**config.mk**
```make
export PLATFORM = sky130hd
export DESIGN_NAME = timer_counter_compare_output
export DESIGN_NICKNAME = d
export VERILOG_FILES = /design/src/verilog/timer_pkg.sv /design/src/verilog/tick_prescaler.sv /design/src/verilog/timer_counter_compare_output.sv
export SDC_FILE = /design/constraint.sdc
export NUM_CORES = 1
export LEC_CHECK = 0
export BUFFER_PORTS_ARGS = -buffer_cell sky130_fd_sc_hd__clkbuf_2
export CAP_MARGIN = 25
export CORE_MARGIN = 5
export CORE_UTILIZATION = 50
export DETAILED_ROUTE_END_ITERATION = 12
export GPL_ROUTABILITY_DRIVEN = 0
export PLACE_DENSITY = 0.78
export SETUP_SLACK_MARGIN = 0.15
export SYNTH_ARGS = -nofsm -noshare
export SYNTH_HDL_FRONTEND = slang
export SYNTH_SLANG_ARGS = --single-unit
```
**constraint.sdc**
```tcl
create_clock -name mclk -period 4.5 [get_ports mclk]
set_input_delay 0.9 -clock mclk [delete_from_list [all_inputs] [get_ports mclk]]
set_output_delay 0.9 -clock mclk [all_outputs]
set_load 0.1 [all_outputs]
```
**src/verilog/timer_pkg.sv**
```systemverilog
// Constants, control and state layouts of the 8-bit timer/counter
package timer_pkg;

  localparam int          CNT_W        = 8;
  localparam int          PRE_W        = 10;
  localparam logic [7:0]  CNT_MAX      = 8'hFF;
  localparam logic [7:0]  CNT_BOTTOM   = 8'h00;
  localparam logic [7:0]  CNT_RST      = 8'h00;
  localparam logic [7:0]  OCR_RST      = 8'h00;
  localparam logic        OC_RST       = 1'h0;

  localparam logic [2:0]  CS_STOP      = 3'h0;
  localparam logic [2:0]  CS_DIV1      = 3'h1;
  localparam logic [2:0]  CS_DIV8      = 3'h2;
  localparam logic [2:0]  CS_DIV64     = 3'h3;
  localparam logic [2:0]  CS_DIV256    = 3'h4;
  localparam logic [2:0]  CS_DIV1024   = 3'h5;
  localparam logic [2:0]  CS_EXT_FALL  = 3'h6;
  localparam logic [2:0]  CS_EXT_RISE  = 3'h7;

  localparam logic [9:0]  PRE_MASK8    = 10'h007;
  localparam logic [9:0]  PRE_MASK64   = 10'h03F;
  localparam logic [9:0]  PRE_MASK256  = 10'h0FF;
  localparam logic [9:0]  PRE_MASK1024 = 10'h3FF;

  localparam logic [2:0]  WGM_NORMAL   = 3'h0;
  localparam logic [2:0]  WGM_PC_FF    = 3'h1;
  localparam logic [2:0]  WGM_CTC      = 3'h2;
  localparam logic [2:0]  WGM_FAST_FF  = 3'h3;
  localparam logic [2:0]  WGM_PC_OCR   = 3'h5;
  localparam logic [2:0]  WGM_FAST_OCR = 3'h7;

  localparam logic [1:0]  COM_OFF      = 2'h0;
  localparam logic [1:0]  COM_TOGGLE   = 2'h1;
  localparam logic [1:0]  COM_CLEAR    = 2'h2;
  localparam logic [1:0]  COM_SET      = 2'h3;

  typedef enum logic {CNT_UP, CNT_DOWN} count_dir_e;

  typedef struct packed {
    logic [1:0] compare_output_mode;
    logic [1:0] waveform_mode_lo;
  } timer_control_a_s;

  typedef struct packed {
    logic       waveform_mode_hi;
    logic [2:0] tick_source_select;
  } timer_control_b_s;

  typedef struct packed {
    logic [7:0] timer_count_value;
    count_dir_e dir;
    logic [7:0] ocr_buf;
    logic [7:0] ocr_act;
    logic       compare_output_state;
    logic       overflow_flag;
    logic       compare_flag_a;
  } timer_state_s;

  typedef struct packed {
    logic [9:0] div_cnt;
    logic       ext_prev;
  } prescale_state_s;

endpackage

```
**src/verilog/tick_prescaler.sv**
```systemverilog
// Tick source selection and prescaler for the timer
module tick_prescaler
  import timer_pkg::*;
(
  input  wire logic       mclk,
  input  wire logic       srst,
  input  wire logic [2:0] tick_source_select,
  input  wire logic       ext_tick_pin,
  output logic            timer_tick
);

  prescale_state_s s_r;
  prescale_state_s s_nxt;

  always_comb begin
    s_nxt          = s_r;
    s_nxt.div_cnt  = s_r.div_cnt + 10'h001;
    s_nxt.ext_prev = ext_tick_pin;
    if (tick_source_select == CS_STOP) begin
      s_nxt.div_cnt = 10'h000;
    end
  end

  always_comb begin
    case (tick_source_select)
      CS_DIV1:     timer_tick = 1'b1;
      CS_DIV8:     timer_tick = (s_r.div_cnt & PRE_MASK8) == PRE_MASK8;
      CS_DIV64:    timer_tick = (s_r.div_cnt & PRE_MASK64) == PRE_MASK64;
      CS_DIV256:   timer_tick = (s_r.div_cnt & PRE_MASK256) == PRE_MASK256;
      CS_DIV1024:  timer_tick = s_r.div_cnt == PRE_MASK1024;
      CS_EXT_FALL: timer_tick = s_r.ext_prev & ~ext_tick_pin;
      CS_EXT_RISE: timer_tick = ~s_r.ext_prev & ext_tick_pin;
      default:     timer_tick = 1'b0;
    endcase
  end

  always_ff @(posedge mclk) begin
    if (srst) begin
      s_r <= '0;
    end else begin
      s_r <= s_nxt;
    end
  end

endmodule // tick_prescaler

```
**src/verilog/timer_counter_compare_output.sv**
```systemverilog
// 8-bit timer/counter with compare-output unit and pin override
module timer_counter_compare_output
  import timer_pkg::*;
(
  input  wire logic              mclk,
  input  wire logic              srst,
  input  wire timer_control_a_s  timer_control_a,
  input  wire timer_control_b_s  timer_control_b,
  input  wire logic              force_compare_strobe,
  input  wire logic              ext_tick_pin,
  input  wire logic              count_wr_en,
  input  wire logic [CNT_W-1:0]  count_wr_data,
  input  wire logic              compare_wr_en,
  input  wire logic [CNT_W-1:0]  compare_wr_data,
  input  wire logic              overflow_clear,
  input  wire logic              compare_clear,
  input  wire logic              overflow_int_en,
  input  wire logic              compare_int_en,
  input  wire logic              overflow_int_ack,
  input  wire logic              compare_int_ack,
  input  wire logic              port_data_bit,
  input  wire logic              port_dir_bit,
  output logic [CNT_W-1:0]       timer_count_value,
  output logic [CNT_W-1:0]       compare_value_a,
  output logic                   top_ind,
  output logic                   bottom_ind,
  output logic                   compare_match_a,
  output logic                   overflow_flag,
  output logic                   compare_flag_a,
  output logic                   overflow_irq,
  output logic                   compare_irq,
  output logic                   compare_output_state,
  output logic                   pin_out,
  output logic                   pin_oe
);

  timer_state_s s_r;
  timer_state_s s_nxt;

  logic             timer_tick;
  logic [2:0]       waveform_mode_field;
  logic [1:0]       com;
  logic             mode_ctc;
  logic             mode_fast;
  logic             mode_pc;
  logic             mode_pwm;
  logic [CNT_W-1:0] top_val;
  logic             at_top;
  logic             at_bottom;
  logic             match;
  logic             ovf_set;
  logic             cmp_set;

  tick_prescaler u_prescaler (
    .mclk               (mclk),
    .srst               (srst),
    .tick_source_select (timer_control_b.tick_source_select),
    .ext_tick_pin       (ext_tick_pin),
    .timer_tick         (timer_tick)
  );

  // Mode decode
  assign waveform_mode_field = {timer_control_b.waveform_mode_hi,
                                timer_control_a.waveform_mode_lo};
  assign com       = timer_control_a.compare_output_mode;
  assign mode_ctc  = waveform_mode_field == WGM_CTC;
  assign mode_fast = (waveform_mode_field == WGM_FAST_FF) ||
                     (waveform_mode_field == WGM_FAST_OCR);
  assign mode_pc   = (waveform_mode_field == WGM_PC_FF) ||
                     (waveform_mode_field == WGM_PC_OCR);
  assign mode_pwm  = mode_fast | mode_pc;

  // Top value per mode
  always_comb begin
    case (waveform_mode_field)
      WGM_CTC:      top_val = s_r.ocr_act;
      WGM_PC_OCR:   top_val = s_r.ocr_act;
      WGM_FAST_OCR: top_val = s_r.ocr_act;
      default:      top_val = CNT_MAX;
    endcase
  end

  assign at_top    = s_r.timer_count_value == top_val;
  assign at_bottom = s_r.timer_count_value == CNT_BOTTOM;
  assign match     = s_r.timer_count_value == s_r.ocr_act;

  // Next state
  always_comb begin
    s_nxt   = s_r;
    ovf_set = 1'b0;
    cmp_set = 1'b0;

    // Compare value: immediate outside PWM, buffered at top in PWM
    if (compare_wr_en) begin
      s_nxt.ocr_buf = compare_wr_data;
      if (!mode_pwm) begin
        s_nxt.ocr_act = compare_wr_data;
      end
    end

    if (timer_tick) begin
      cmp_set = match;

      // Counting sequence
      if (mode_pc) begin
        if (s_r.dir == CNT_UP) begin
          if (at_top) begin
            s_nxt.dir               = CNT_DOWN;
            s_nxt.timer_count_value = s_r.timer_count_value - 8'h01;
            s_nxt.ocr_act           = s_r.ocr_buf;
          end else begin
            s_nxt.timer_count_value = s_r.timer_count_value + 8'h01;
          end
        end else begin
          if (at_bottom) begin
            s_nxt.dir               = CNT_UP;
            s_nxt.timer_count_value = s_r.timer_count_value + 8'h01;
            ovf_set                 = 1'b1;
          end else begin
            s_nxt.timer_count_value = s_r.timer_count_value - 8'h01;
          end
        end
      end else if (mode_fast) begin
        s_nxt.dir = CNT_UP;
        if (at_top) begin
          s_nxt.timer_count_value = CNT_BOTTOM;
          s_nxt.ocr_act           = s_r.ocr_buf;
          ovf_set                 = 1'b1;
        end else begin
          s_nxt.timer_count_value = s_r.timer_count_value + 8'h01;
        end
      end else if (mode_ctc) begin
        s_nxt.dir = CNT_UP;
        if (at_top) begin
          s_nxt.timer_count_value = CNT_BOTTOM;
        end else begin
          s_nxt.timer_count_value = s_r.timer_count_value + 8'h01;
        end
        ovf_set = s_r.timer_count_value == CNT_MAX;
      end else begin
        s_nxt.dir               = CNT_UP;
        s_nxt.timer_count_value = s_r.timer_count_value + 8'h01;
        ovf_set                 = s_r.timer_count_value == CNT_MAX;
      end

      // Compare output state actions
      if (mode_fast) begin
        if (match) begin
          case (com)
            COM_TOGGLE: begin
              if (timer_control_b.waveform_mode_hi) begin
                s_nxt.compare_output_state = ~s_r.compare_output_state;
              end
            end
            COM_CLEAR:  s_nxt.compare_output_state = 1'b0;
            COM_SET:    s_nxt.compare_output_state = 1'b1;
            default:    s_nxt.compare_output_state = s_r.compare_output_state;
          endcase
        end else if (at_top) begin
          case (com)
            COM_CLEAR: s_nxt.compare_output_state = 1'b1;
            COM_SET:   s_nxt.compare_output_state = 1'b0;
            default:   s_nxt.compare_output_state = s_r.compare_output_state;
          endcase
        end
      end else if (mode_pc) begin
        if (match) begin
          case (com)
            COM_TOGGLE: begin
              if (timer_control_b.waveform_mode_hi) begin
                s_nxt.compare_output_state = ~s_r.compare_output_state;
              end
            end
            COM_CLEAR:  s_nxt.compare_output_state = s_r.dir == CNT_DOWN;
            COM_SET:    s_nxt.compare_output_state = s_r.dir == CNT_UP;
            default:    s_nxt.compare_output_state = s_r.compare_output_state;
          endcase
        end
      end else if (match) begin
        case (com)
          COM_TOGGLE: s_nxt.compare_output_state = ~s_r.compare_output_state;
          COM_CLEAR:  s_nxt.compare_output_state = 1'b0;
          COM_SET:    s_nxt.compare_output_state = 1'b1;
          default:    s_nxt.compare_output_state = s_r.compare_output_state;
        endcase
      end
    end

    // Forced compare: action only, no flag and no counter clear
    if (force_compare_strobe && !mode_pwm) begin
      case (com)
        COM_TOGGLE: s_nxt.compare_output_state = ~s_r.compare_output_state;
        COM_CLEAR:  s_nxt.compare_output_state = 1'b0;
        COM_SET:    s_nxt.compare_output_state = 1'b1;
        default:    s_nxt.compare_output_state = s_r.compare_output_state;
      endcase
    end

    // CPU write has priority over clear and count
    if (count_wr_en) begin
      s_nxt.timer_count_value = count_wr_data;
    end

    // Flags: set wins over clear
    s_nxt.overflow_flag  = ovf_set |
      (s_r.overflow_flag & ~(overflow_clear | overflow_int_ack));
    s_nxt.compare_flag_a = cmp_set |
      (s_r.compare_flag_a & ~(compare_clear | compare_int_ack));
  end

  // State register; output state survives mode changes
  always_ff @(posedge mclk) begin
    if (srst) begin
      s_r.timer_count_value    <= CNT_RST;
      s_r.dir                  <= CNT_UP;
      s_r.ocr_buf              <= OCR_RST;
      s_r.ocr_act              <= OCR_RST;
      s_r.compare_output_state <= OC_RST;
      s_r.overflow_flag        <= 1'b0;
      s_r.compare_flag_a       <= 1'b0;
    end else begin
      s_r <= s_nxt;
    end
  end

  // Observation outputs
  assign timer_count_value    = s_r.timer_count_value;
  assign compare_value_a      = s_r.ocr_buf;
  assign top_ind              = s_r.timer_count_value == CNT_MAX;
  assign bottom_ind           = at_bottom;
  assign compare_match_a      = match;
  assign overflow_flag        = s_r.overflow_flag;
  assign compare_flag_a       = s_r.compare_flag_a;
  assign overflow_irq         = s_r.overflow_flag & overflow_int_en;
  assign compare_irq          = s_r.compare_flag_a & compare_int_en;
  assign compare_output_state = s_r.compare_output_state;

  // Pin override by output mode only, direction from port
  assign pin_out = (com != COM_OFF) ? s_r.compare_output_state : port_data_bit;
  assign pin_oe  = port_dir_bit;

endmodule // timer_counter_compare_output

```
* After elaboration in Yosys (flattened, before gate mapping)
Index checks and enable logic that the tools add are counted.
** Storage, ports and cells
- Bits of input ports :: 38
- Bits in latches :: 0
- Bits in read-only memories :: 0
- Memories :: 0
- Output and inout bits :: 26
- Memory bits (writable) :: 0
- Flip-flop bits (word level) :: 39
- Logic and storage cells :: 107
** Operators by class
- Eq/ne operators :: 24
- Multiplexer cells :: 39
- Bitwise gates (word level) :: 17
- $mul :: 0
- Add/sub/neg operators :: 3
- Reductions and logical operators :: 15
- Div/mod/pow operators :: 0
- Shift-type cells :: 0
- Magnitude comparators :: 0
** Operator list (count)
- 8-bit 2-to-1 mux :: 11
- 9-bit 2-to-1 mux :: 6
- 3-bit == test (second input constant) :: 7
- 1-bit 2-to-1 mux :: 17
- 8-bit == test :: 2
- 8-bit == test (second input constant) :: 2
- 3-bit by 2-bit == test with 1-bit output (second input constant) :: 4
- 10-bit by 1-bit adder with 10-bit output (second input constant) :: 1
- 10-bit == test (second input constant) :: 1
- 5-bit by 1-bit != test with 1-bit output (second input constant) :: 2
- 1-bit one-hot mux with 3 select lines :: 3
- 8-bit by 1-bit adder with 8-bit output (second input constant) :: 1
- 8-bit zero test :: 1
- 8-bit by 1-bit subtractor with 8-bit output (second input constant) :: 1
- 1-bit one-hot mux with 7 select lines :: 1
- 1-bit bitwise AND :: 6
- 3-bit by 1-bit == test with 1-bit output (second input constant) :: 2
- 6-bit == test (second input constant) :: 1
- 1-bit inverter :: 6
- 6-bit AND reduction :: 1
- 2-bit nonzero test :: 3
- 3-bit nonzero test :: 2
- 1-bit bitwise OR :: 5
- 2-bit == test (second input constant) :: 2
- other kinds (9) :: 10

* Longest topological paths before layout
Gate-level depths: netlist of the first run.
- Depth after elaboration :: 10
- Gate-level depth with buffers :: 9

* Cells and area by module
From an unflattened synthesis of the first run, not the netlist that was laid out.
** Second synthesis, totals
- Cells, all modules :: 347
- Area total of the unflattened synthesis :: 2740.1 um2
** Modules (own cells, without submodules)
- timer_counter_compare_output :: instances 1, cells an instance 287, area each 2194.6 um2
- tick_prescaler :: instances 1, cells an instance 60, area each 545.5 um2

* Worst setup path after synthesis of the first run
OpenSTA, ideal clock, no wires.
- Path type :: register to output
- Start point :: register timer_count_value[0] (netlist name)
- End point :: output top_ind
- Path slack :: 0.532 ns
- Cell stages (with the launch flop) :: 4
- Path buffers :: 0
- Data arrival time :: 3.068 ns
- Required time :: 3.600 ns
- Cells stage by stage :: dfxtp_1 ha_1 and3_1 nor3b_1
** On the way
- Longest elaborated chain between the ends :: 1
** Ends and longest elaborated chain
- 8-bit == test :: line timer_counter_compare_output.sv:229 : assign top_ind = s_r.timer_count_value == CNT_MAX;
- end: declaration :: line timer_counter_compare_output.sv:25 : output logic top_ind,
No other way between the ends.

* Worst setup path after layout of the first run
- Start point :: register timer_count_value[2] (netlist name)
- End point :: output bottom_ind
** On the way
- Longest elaborated chain between the ends :: 1
** Ends and longest elaborated chain
- 8-bit zero test :: line timer_counter_compare_output.sv:84 : assign at_bottom = s_r.timer_count_value == CNT_BOTTOM;
- end: declaration :: line timer_counter_compare_output.sv:26 : output logic bottom_ind,
No other way between the ends.

==> reports/qor.yml, run 1 <==
outcome:
  status: "completed"
global_route:
  grt_overflow_total: 0
  grt_usage_pct: 17.7
  grt_pass1_wl_um: 9380
  antenna_found_initial: 0
  grt_pass1_vias: 2094
  grt_max_degree: 33
synthesis:
  synth_area_per_cell_sq_um: 8.98
  synth_area_sq_um: 2570
  ys_types: 64
  ys_ff_latch: 39
  synth-edff-count: 0
  yosysWarnings: 0
  syn_nets: 328
  yosysSeqAreaShare_pct: 30.4
  synthFlopType: "dfxtp_1"
  async_flop_share_pct: 0
  netlist_instances: 286
critical_path:
  worstPathRequired_ns: 3.60
  worst_path_largest_cell_delay_ns: 0.52
  crit_chain: "or3_1, nor2_2, nand2_2, nor3b_4, clkbuf_2"
  cpMaxStageDelayCell: "clkbuf_2"
  worstSetupEndpointType: "output pin"
  critPathArrivalTime_ns: 2.16
  startpoint_type: "flip-flop"
  path_class: "flip-flop to output pin"
  critPathMaxFanout: 7
floorplan:
  start_util_pct: 50.9
  io_pins: 64
  dieArea_sq_um: 6670
  coreArea_sq_um: 5040
  die_y_um: 81.7
  rows: 26
  fp.dieW_um: 81.7
pwr:
  vdd_drop_max_v: 0.000193
  p_leak_nw: 1.20
  power.total_mw: 0.890
  p_per_area_nw_per_um2: 310
timing:
  worst_pin_slew_ns: 0.859
  rsz0062_at_grt: "false"
  skew_ns: 0.00427
  hold_violations: 0
  fmax_mhz: 327
  setup-violations-final: 0
  drv_slew: 0
  relSlewSlack_pct: 42.7
  fin_crit_ns: 3.06
  setup_tns_ns: 0
  finalCritPeriodShare_pct: 67.9
routing:
  routed_wl_um: 5700
  dr_total_vias: 2187
  first_pass_iters: 4
  drc_errors: 0
  vias_per_cell: 5.48
  detail_route.iter0.violations: 88
  ant_nets: 0
  wl_per_cell_um: 14.3
clocking:
  post-cts-setup-buffers: 0
  h-tree-depth: 2
  cts-root-buf: "clkbuf_8"
  clock_latency_ns: 0.28
  postCtsHoldBufs: 0
  post_cts_resized: 0
  cts_tree: "built"
  cts_max_path_buffers: 2
  clock-sinks: 39
  clk_pin_slew_ns: 0.08
  cts_made_buffers: 5
finish:
  drive_above_1_share_pct: 31.9
  multi_input_area_sq_um: 1540
  nets: 370
  design_area_sq_um: 2870
  seq_area_sq_um: 781
  n_antenna_cell: 0
  synthToLayoutAreaGrowth_pct: 11.8
  fillers: 477
placement:
  hpwl_um: 4450
  placed_area_sq_um: 2770
  portBuffers: 61
min_path:
  hold_class: "flip-flop to flip-flop"
run:
  drv_cap: 0
## worst paths after layout
check | from | endpoint | slack (ns) | cells past startpoint
max | timer_count_value[2]$_SDFFE_PP0P_ | bottom_ind | 1.44 | 5
min | overflow_flag$_SDFF_PP0_ | overflow_flag$_SDFF_PP0_ | 0.46 | 2
max reg2reg | u_prescaler.s_r[1]$_SDFF_PP0_ | s_r[10]$_SDFF_PP0_ | 1.83 | 8
min reg2reg | overflow_flag$_SDFF_PP0_ | overflow_flag$_SDFF_PP0_ | 0.46 | 2
## cell families after synthesis
group	synth area share, %
compound gates	22.0
xor+xnor	4.43
fa+ha+maj	1.95
buf+inv	9.64
flops	30.4
mux	9.99
simple gates	21.6
## synth_stat cells, types with 2 or more instances
cell | count | area (sq um)
o221ai_1 | 2 | 17.5
and2_1 | 4 | 25.0
o31a_1 | 2 | 17.5
a22oi_1 | 4 | 30.0
inv_2 | 4 | 15.0
nor2b_1 | 4 | 25.0
o21ai_0 | 4 | 20.0
o21ai_1 | 4 | 20.0
buf_4 | 19 | 143
o211ai_1 | 2 | 15.0
inv_1 | 9 | 33.8
and3_1 | 5 | 31.3
nor3_1 | 8 | 40.0
a41o_1 | 2 | 20.0
xor2_1 | 5 | 43.8
nand4_1 | 3 | 18.8
o22ai_1 | 4 | 25.0
ha_1 | 4 | 50.1
a21oi_1 | 11 | 55.1
nand2_1 | 15 | 56.3
o221ai_2 | 2 | 30.0
dfxtp_1 | 39 | 781
xnor2_1 | 8 | 70.1
mux2i_1 | 22 | 220
clkbuf_1 | 4 | 15.0
o2bb2ai_1 | 3 | 26.3
nand2b_1 | 2 | 12.5
nor2_1 | 37 | 139
clkbuf_8 | 2 | 27.5
nor3b_1 | 3 | 22.5
nand3_1 | 9 | 45.0
a211oi_2 | 8 | 100
## final cells by class
type	instances	area share (%)
Clock buffer	7	3.36
Timing Repair Buffer	62	10.8
Inverter	13	1.70
Tap cell	70	3.05
Sequential cell	39	27.2
Clock inverter	1	0.261
Multi-Input combinational cell	207	53.6
## through the flow
step,util [%],setup slack [ns],std cells,hold WS (ns)
6_report,56.9,1.44,399,0.465
2_1_floorplan,-,0.532,286,0.426
3_3_place_gp,54.8,1.54,390,0.443
4_1_cts,56.9,1.43,399,0.471
5_1_grt,56.9,1.34,399,0.488
3_5_place_dp,54.9,1.36,391,0.454
## power breakdown
group | internal (mW) | total [mW] | switching, mW
clock | 0.139 | 0.258 | 0.119
combinational | 0.0711 | 0.254 | 0.182
sequential | 0.361 | 0.379 | 0.0178
## worst max-delay path: cells and delay by family, from the launching register on
kind | cells | cell delay (ns)
AND/OR/NAND/NOR | 4 | 0.97
buffers and inverters | 1 | 0.52
flip-flops | 1 | 0.38
## registers in the layout, indices dropped and copies added, names as in the netlist
register / cells
compare_flag_a: 1
compare_output_state: 1
compare_value_a: 8
overflow_flag: 1
s_r: 9
timer_count_value: 8
u_prescaler.s_r: 11
## placed cells by master, fill, tap and decap left out, types with 7 or more instances in the layout
cell type / instances
nor2_1: 37
a21oi_1: 11
clkbuf_2: 61
nor3_1: 8
mux2i_1: 22
xnor2_1: 8
inv_1: 9
dfxtp_1: 39
nand2_1: 15
a211oi_2: 8
clkbuf_8: 7
nand3_1: 9
## layer usage
layer  global-route usage, %  routed length, um
met5                       0                  0
met2                    30.8               2860
met3                    3.73                292
met4                    6.64                 85
met1                    21.4               2460
Note: power is estimated with default switching activity, not from simulation.
==> inputs of run 2 (changes only) <==
CORE_UTILIZATION = 48   (was 50)
clock period = 2.6 ns   (was 4.5 ns; I/O delays follow)
==> run 2 against run 1 <==
Effect of this change: critical path depth did not move; register-to-register slack got worse by 1.6 ns; global-route usage fell by 0.10 points; routed wire length rose by 6.0%; critical endpoint unchanged.
==> reports/qor.yml, run 2 (synthesized netlist as in run 1, its figures left out) <==
timing:
  skew_ns: 0.00736
  rsz0062_at_grt: "true"
  fin_crit_ns: 2.42
  fmax_mhz: 413
  hold_violations: 0
  relSlewSlack_pct: 61.8
  hold-worst-slack_ns: 0.465
  setup-violations-final: 0
  drv_slew: 0
  worst_pin_slew_ns: 0.573
  setup_slack_ns: 0.182
  finalCritPeriodShare_pct: 93.0
finish:
  nets: 378
  synthToLayoutAreaGrowth_pct: 16.8
  final_cell_mix: "clkbuf_2 (58), nor2_1 (37), dfxtp_1 (34)"
  fillers: 482
  largest_register: "u_prescaler.s_r"
  reg_top3: "u_prescaler.s_r: 11 flops, s_r: 9 flops"
  drive_above_1_share_pct: 36.1
  mostFrequentLayoutCell: "clkbuf_2"
  seq_area_sq_um: 790
  design_area_sq_um: 3000
  n_antenna_cell: 0
  largest_reg_flops: 11
  multi_input_area_sq_um: 1600
routing:
  routed_wl_um: 6040
  drc_errors: 0
  first_pass_iters: 4
  detail_route.iter0.violations: 97
  wl_per_cell_um: 14.9
  vias_per_cell: 5.52
  dr_total_vias: 2236
  ant_nets: 0
critical_path:
  regToRegEndpoint: "timer_count_value[3]$_SDFFE_PP0P_"
  reg2regPathDepth: 9
  startpoint_type: "flip-flop"
  worst_path_largest_cell_delay_ns: 0.41
  rr_startpoint: "u_prescaler.s_r[1]$_SDFF_PP0_"
  critPathArrivalTime_ns: 1.90
  worstSetupEndpointType: "output pin"
  worstPathRequired_ns: 2.08
  critPathMaxFanout: 6
  ff2ff_setup_slack_ns: 0.27
  critPathTopFamily: "simple AND/OR/NAND/NOR gates"
  crit_buf_inv: 1
  path_class: "flip-flop to output pin"
  crit_chain: "or3_4, nor2_4, nand2_2, nor3b_4, buf_12"
  cpMaxStageDelayCell: "or3_4"
global_route:
  grt_overflow_total: 0
  grt_pass1_wl_um: 10100
  grt_max_degree: 21
  antenna_found_initial: 0
  grt_pass1_vias: 2127
  grt_usage_pct: 17.6
outcome:
  status: "completed"
min_path:
  hold_class: "input port to flip-flop"
  hold_path_end: "u_prescaler.s_r[0]$_SDFF_PP0_"
  holdPathStages: 2
  hold_start: "ext_tick_pin"
clocking:
  cts_made_buffers: 5
  cts_tree: "built"
  h-tree-depth: 2
  cts-root-buf: "clkbuf_8"
  cts_max_path_buffers: 2
  clock-sinks: 39
  clock_latency_ns: 0.29
  clk_pin_slew_ns: 0.08
placement:
  hpwl_um: 4580
  pre_cts_slack_ns: 0.209
  placed_area_sq_um: 2830
  portBuffers: 61
floorplan:
  io_pins: 64
  fp.dieW_um: 83.2
  start_util_pct: 50.0
  dieArea_sq_um: 6910
  rows: 26
  die_y_um: 83.2
  coreArea_sq_um: 5140
pwr:
  combPwrFrac_pct: 31.4
  p_leak_nw: 1.28
  vdd_drop_max_v: 0.000352
  p_sw_mw: 0.561
  intPower_mw: 0.956
  p_per_area_nw_per_um2: 505
  p_seq_share_pct: 43.4
  power.total_mw: 1.52
  clockPowerShare_pct: 25.1
  switching_share_pct: 37.0
run:
  drv_cap: 0
==> run 2: cell types whose count changed in the layout (fill, tap and decap cells not counted), sizes merged <==
cell      delta
buf         +11
clkinvlp     -1
clkbuf       -4
==> run 2: area by class of cell <==
cell class / instances / share of cell area [%]
inverters: 13 / 1.63
flip-flops and latches: 39 / 26.3
repair buffers: 70 / 13.3
well taps: 70 / 2.92
clock buffers: 6 / 2.42
multi-input cells: 207 / 53.4
==> run 2: worst max path at each step <==
stage                                              to                               from  cells after the start  slack (ns)
finish                                     bottom_ind  timer_count_value[4]$_SDFFE_PP0P_                      5        0.18
global route                               bottom_ind  timer_count_value[4]$_SDFFE_PP0P_                      5        0.11
CTS                                   compare_match_a  timer_count_value[7]$_SDFFE_PP0P_                      5        0.17
global placement    compare_output_state$_SDFFE_PP0P_                 timer_control_a[1]                      8        0.24
floorplan           timer_count_value[1]$_SDFFE_PP0P_  timer_count_value[4]$_SDFFE_PP0P_                      8       -0.09
detailed placement  timer_count_value[5]$_SDFFE_PP0P_      u_prescaler.s_r[1]$_SDFF_PP0_                      9        0.21
==> run 2: metrics by stage <==
stage               util (%)  TNS (ns)  std cells
finish                  58.4         0        405
global route            58.4         0        405
CTS                     56.7         0        401
detailed placement      55.1         0        395
global placement        55.1         0        395
floorplan                  -    -0.187        286
==> run 2: routing by layer <==
| layer | track usage, % | vias to the layer above | routed length [um] |
|---|---|---|---|
| met5 | 0 | - | 0 |
| met4 | 6.69 | 0 | 119 |
| met3 | 4.95 | 12 | 351 |
| met2 | 29.4 | 64 | 2940 |
| met1 | 21.3 | 1044 | 2620 |
| li1 | - | 1116 | - |
==> run 2: what timing repair did <==
action,CTS,global route
setup buffers,0,4
setup endpoints to repair,3,14
pin swaps,0,3
hold buffers,0,0
gates resized for setup,3,14
==> run 2: power by group through the flow <==
stage	Clock [mW]	Combinational, mW	Sequential (mW)
floorplan	0	0.378	0.672
detailed placement	0	0.450	0.671
CTS	0.391	0.455	0.657
global route	0.424	0.507	0.662
finish	0.381	0.477	0.658
global placement	0	0.444	0.669
==> inputs of run 3 (changes only) <==
GPL_TIMING_DRIVEN = 0   (was default)
==> run 3 against run 2 <==
Effect of this change: register-to-register slack barely moved; design area rose by 5.6%; power increased by 9.3%; clock skew fell by 0.0043 ns; count of clock-buffer cells in the layout shrank 1; first-iteration DRC count increased by 110%; utilization increased by 3.3 points; critical path depth did not move; largest cell class unchanged.
==> reports/qor.yml, run 3 (synthesized netlist as in run 1, its figures left out) <==
pwr:
  p_per_area_nw_per_um2: 523
  power.total_mw: 1.66
  vdd_drop_max_v: 0.000422
  p_leak_nw: 1.39
clocking:
  clock-sinks: 39
  cts_made_buffers: 5
  cts-root-buf: "clkbuf_8"
  h-tree-depth: 2
  clk_pin_slew_ns: 0.08
  clock_latency_ns: 0.29
  postCtsHoldBufs: 0
  cts_max_path_buffers: 2
  cts_tree: "built"
run:
  drv_cap: 0
floorplan:
  io_pins: 64
  start_util_pct: 50.0
  fp.dieW_um: 83.2
  dieArea_sq_um: 6910
  rows: 26
  coreArea_sq_um: 5140
  die_y_um: 83.2
critical_path:
  worstSetupEndpoint: "compare_match_a"
  critPathMaxFanout: 6
  regToRegEndpoint: "timer_count_value[7]$_SDFFE_PP0P_"
  cp.depth: 5
  path_class: "flip-flop to output pin"
  rr_startpoint: "u_prescaler.s_r[2]$_SDFF_PP0_"
  crit_buf_inv: 2
  worstSetupEndpointType: "output pin"
  crit_start: "timer_count_value[5]$_SDFFE_PP0P_"
  crit_chain: "inv_1, o22ai_1, nor4_4, and3_2, buf_4"
  critPathArrivalTime_ns: 1.91
  cpMaxStageDelayCell: "dfxtp_1"
  worstPathRequired_ns: 2.08
  worst_path_largest_cell_delay_ns: 0.39
  critPathTopFamily: "simple AND/OR/NAND/NOR gates"
  ff2ff_setup_slack_ns: 0.27
  startpoint_type: "flip-flop"
  reg2regPathDepth: 9
finish:
  largest_reg_flops: 11
  largest_register: "u_prescaler.s_r"
  drive_above_1_share_pct: 38.9
  synthToLayoutAreaGrowth_pct: 23.4
  mostFrequentLayoutCell: "clkbuf_2"
  reg_top3: "u_prescaler.s_r: 11 flops, s_r: 9 flops"
  stdcell_count: 427
  nets: 399
  final_cell_mix: "clkbuf_2 (57), nor2_1 (37), dfxtp_1 (35)"
  n_antenna_cell: 0
  final_core_util_pct: 61.7
placement:
  hpwl_um: 4790
  portBuffers: 60
  dpl.cell_count: 417
routing:
  detail_route.iter0.violations: 199
  wl_per_cell_um: 14.8
  drc_errors: 0
  ant_nets: 0
  vias_per_cell: 5.55
  routed_wl_um: 6340
  first_pass_iters: 5
  dr_total_vias: 2368
global_route:
  grt_usage_pct: 17.9
  grt_max_degree: 13
  grt_pass1_wl_um: 10300
  antenna_found_initial: 0
  grt_overflow_total: 0
  grt_pass1_vias: 2216
timing:
  worst_pin_slew_ns: 0.702
  fmax_mhz: 411
  hold-worst-slack_ns: 0.431
  hold_violations: 0
  fin_crit_ns: 2.43
  relSlewSlack_pct: 53.2
  rsz0062_at_grt: "true"
  finalCritPeriodShare_pct: 93.6
  setup-violations-final: 0
  skew_ns: 0.00306
  drv_slew: 0
outcome:
  status: "completed"
min_path:
  hold_class: "flip-flop to flip-flop"
[run 3: cell types whose count changed in the layout (fill, tap and decap cells not counted), moves of 2 or more]
| cell | before | now |
|---|---|---|
| buf_2 | 0 | 3 |
| buf_4 | 10 | 24 |
| clkbuf_1 | 1 | 4 |
| clkbuf_8 | 5 | 7 |
[run 3: through the flow]
stage	TNS [ns]	instance area, sq um	setup WS (ns)
floorplan	-0.187	2590	-0.0885
finish	0	3170	0.167
global placement	0	2980	0.126
CTS	0	3110	0.0894
detailed placement	0	2990	0.0606
global route	0	3170	0.0596
[run 3: worst min-delay path by stage]
| stage | to | depth (start not counted) | startpoint | slack [ns] |
|---|---|---|---|---|
| final | u_prescaler.s_r[1]$_SDFF_PP0_ | 1 | u_prescaler.s_r[1]$_SDFF_PP0_ | 0.43 |
| after global placement | u_prescaler.s_r[1]$_SDFF_PP0_ | 1 | u_prescaler.s_r[1]$_SDFF_PP0_ | 0.44 |
| after CTS | timer_count_value[0]$_SDFFE_PP0P_ | 3 | count_wr_data[0] | 0.46 |
| after global routing | u_prescaler.s_r[1]$_SDFF_PP0_ | 1 | u_prescaler.s_r[1]$_SDFF_PP0_ | 0.45 |
| after detailed placement | u_prescaler.s_r[1]$_SDFF_PP0_ | 1 | u_prescaler.s_r[1]$_SDFF_PP0_ | 0.46 |
| after floorplan | u_prescaler.s_r[1]$_SDFF_PP0_ | 1 | u_prescaler.s_r[1]$_SDFF_PP0_ | 0.43 |
[run 3: routing by layer]
metal / global-route usage [%] / vias to the layer above / wire length (um)
li1: - / 1166 / -
met1: 21.8 / 1109 / 2630
met2: 31.0 / 85 / 3260
met3: 4.65 / 8 / 382
met4: 5.20 / 0 / 67
met5: 0 / - / 0
[run 3: worst register-to-register path, stage by stage, from the launching register on]
cell and delay, ns:
dfxtp_1 0.36, ha_1 0.19, and3_4 0.22, nand3_4 0.12, o41ai_4 0.36, a21oi_2 0.15, or3_4 0.35, a31oi_4 0.25
nand2_1 0.11, o221ai_2 0.15
[run 3: power by group]
part	total [mW]	internal [mW]	switching [mW]	leakage (nW)
clock network	0.500	0.281	0.220	0.0502
registers	0.658	0.625	0.0333	0.321
logic	0.499	0.164	0.335	1.01
total	1.66	1.07	0.588	1.39
[run 3: repair_timing]
action	CTS	global route
setup buffers	0	3
gates resized for setup	5	14
endpoints found under the setup margin	5	18
pin swaps	0	1
[run 3: final cells by class]
type	count	area, sq um
clock inverter	2	37.5
inverter	13	48.8
timing repair buffer	64	348
multi-input combinational	207	1600
tap	70	87.6
fill	472	1970
sequential	39	788
clock buffer	5	68.8
buffer	27	195
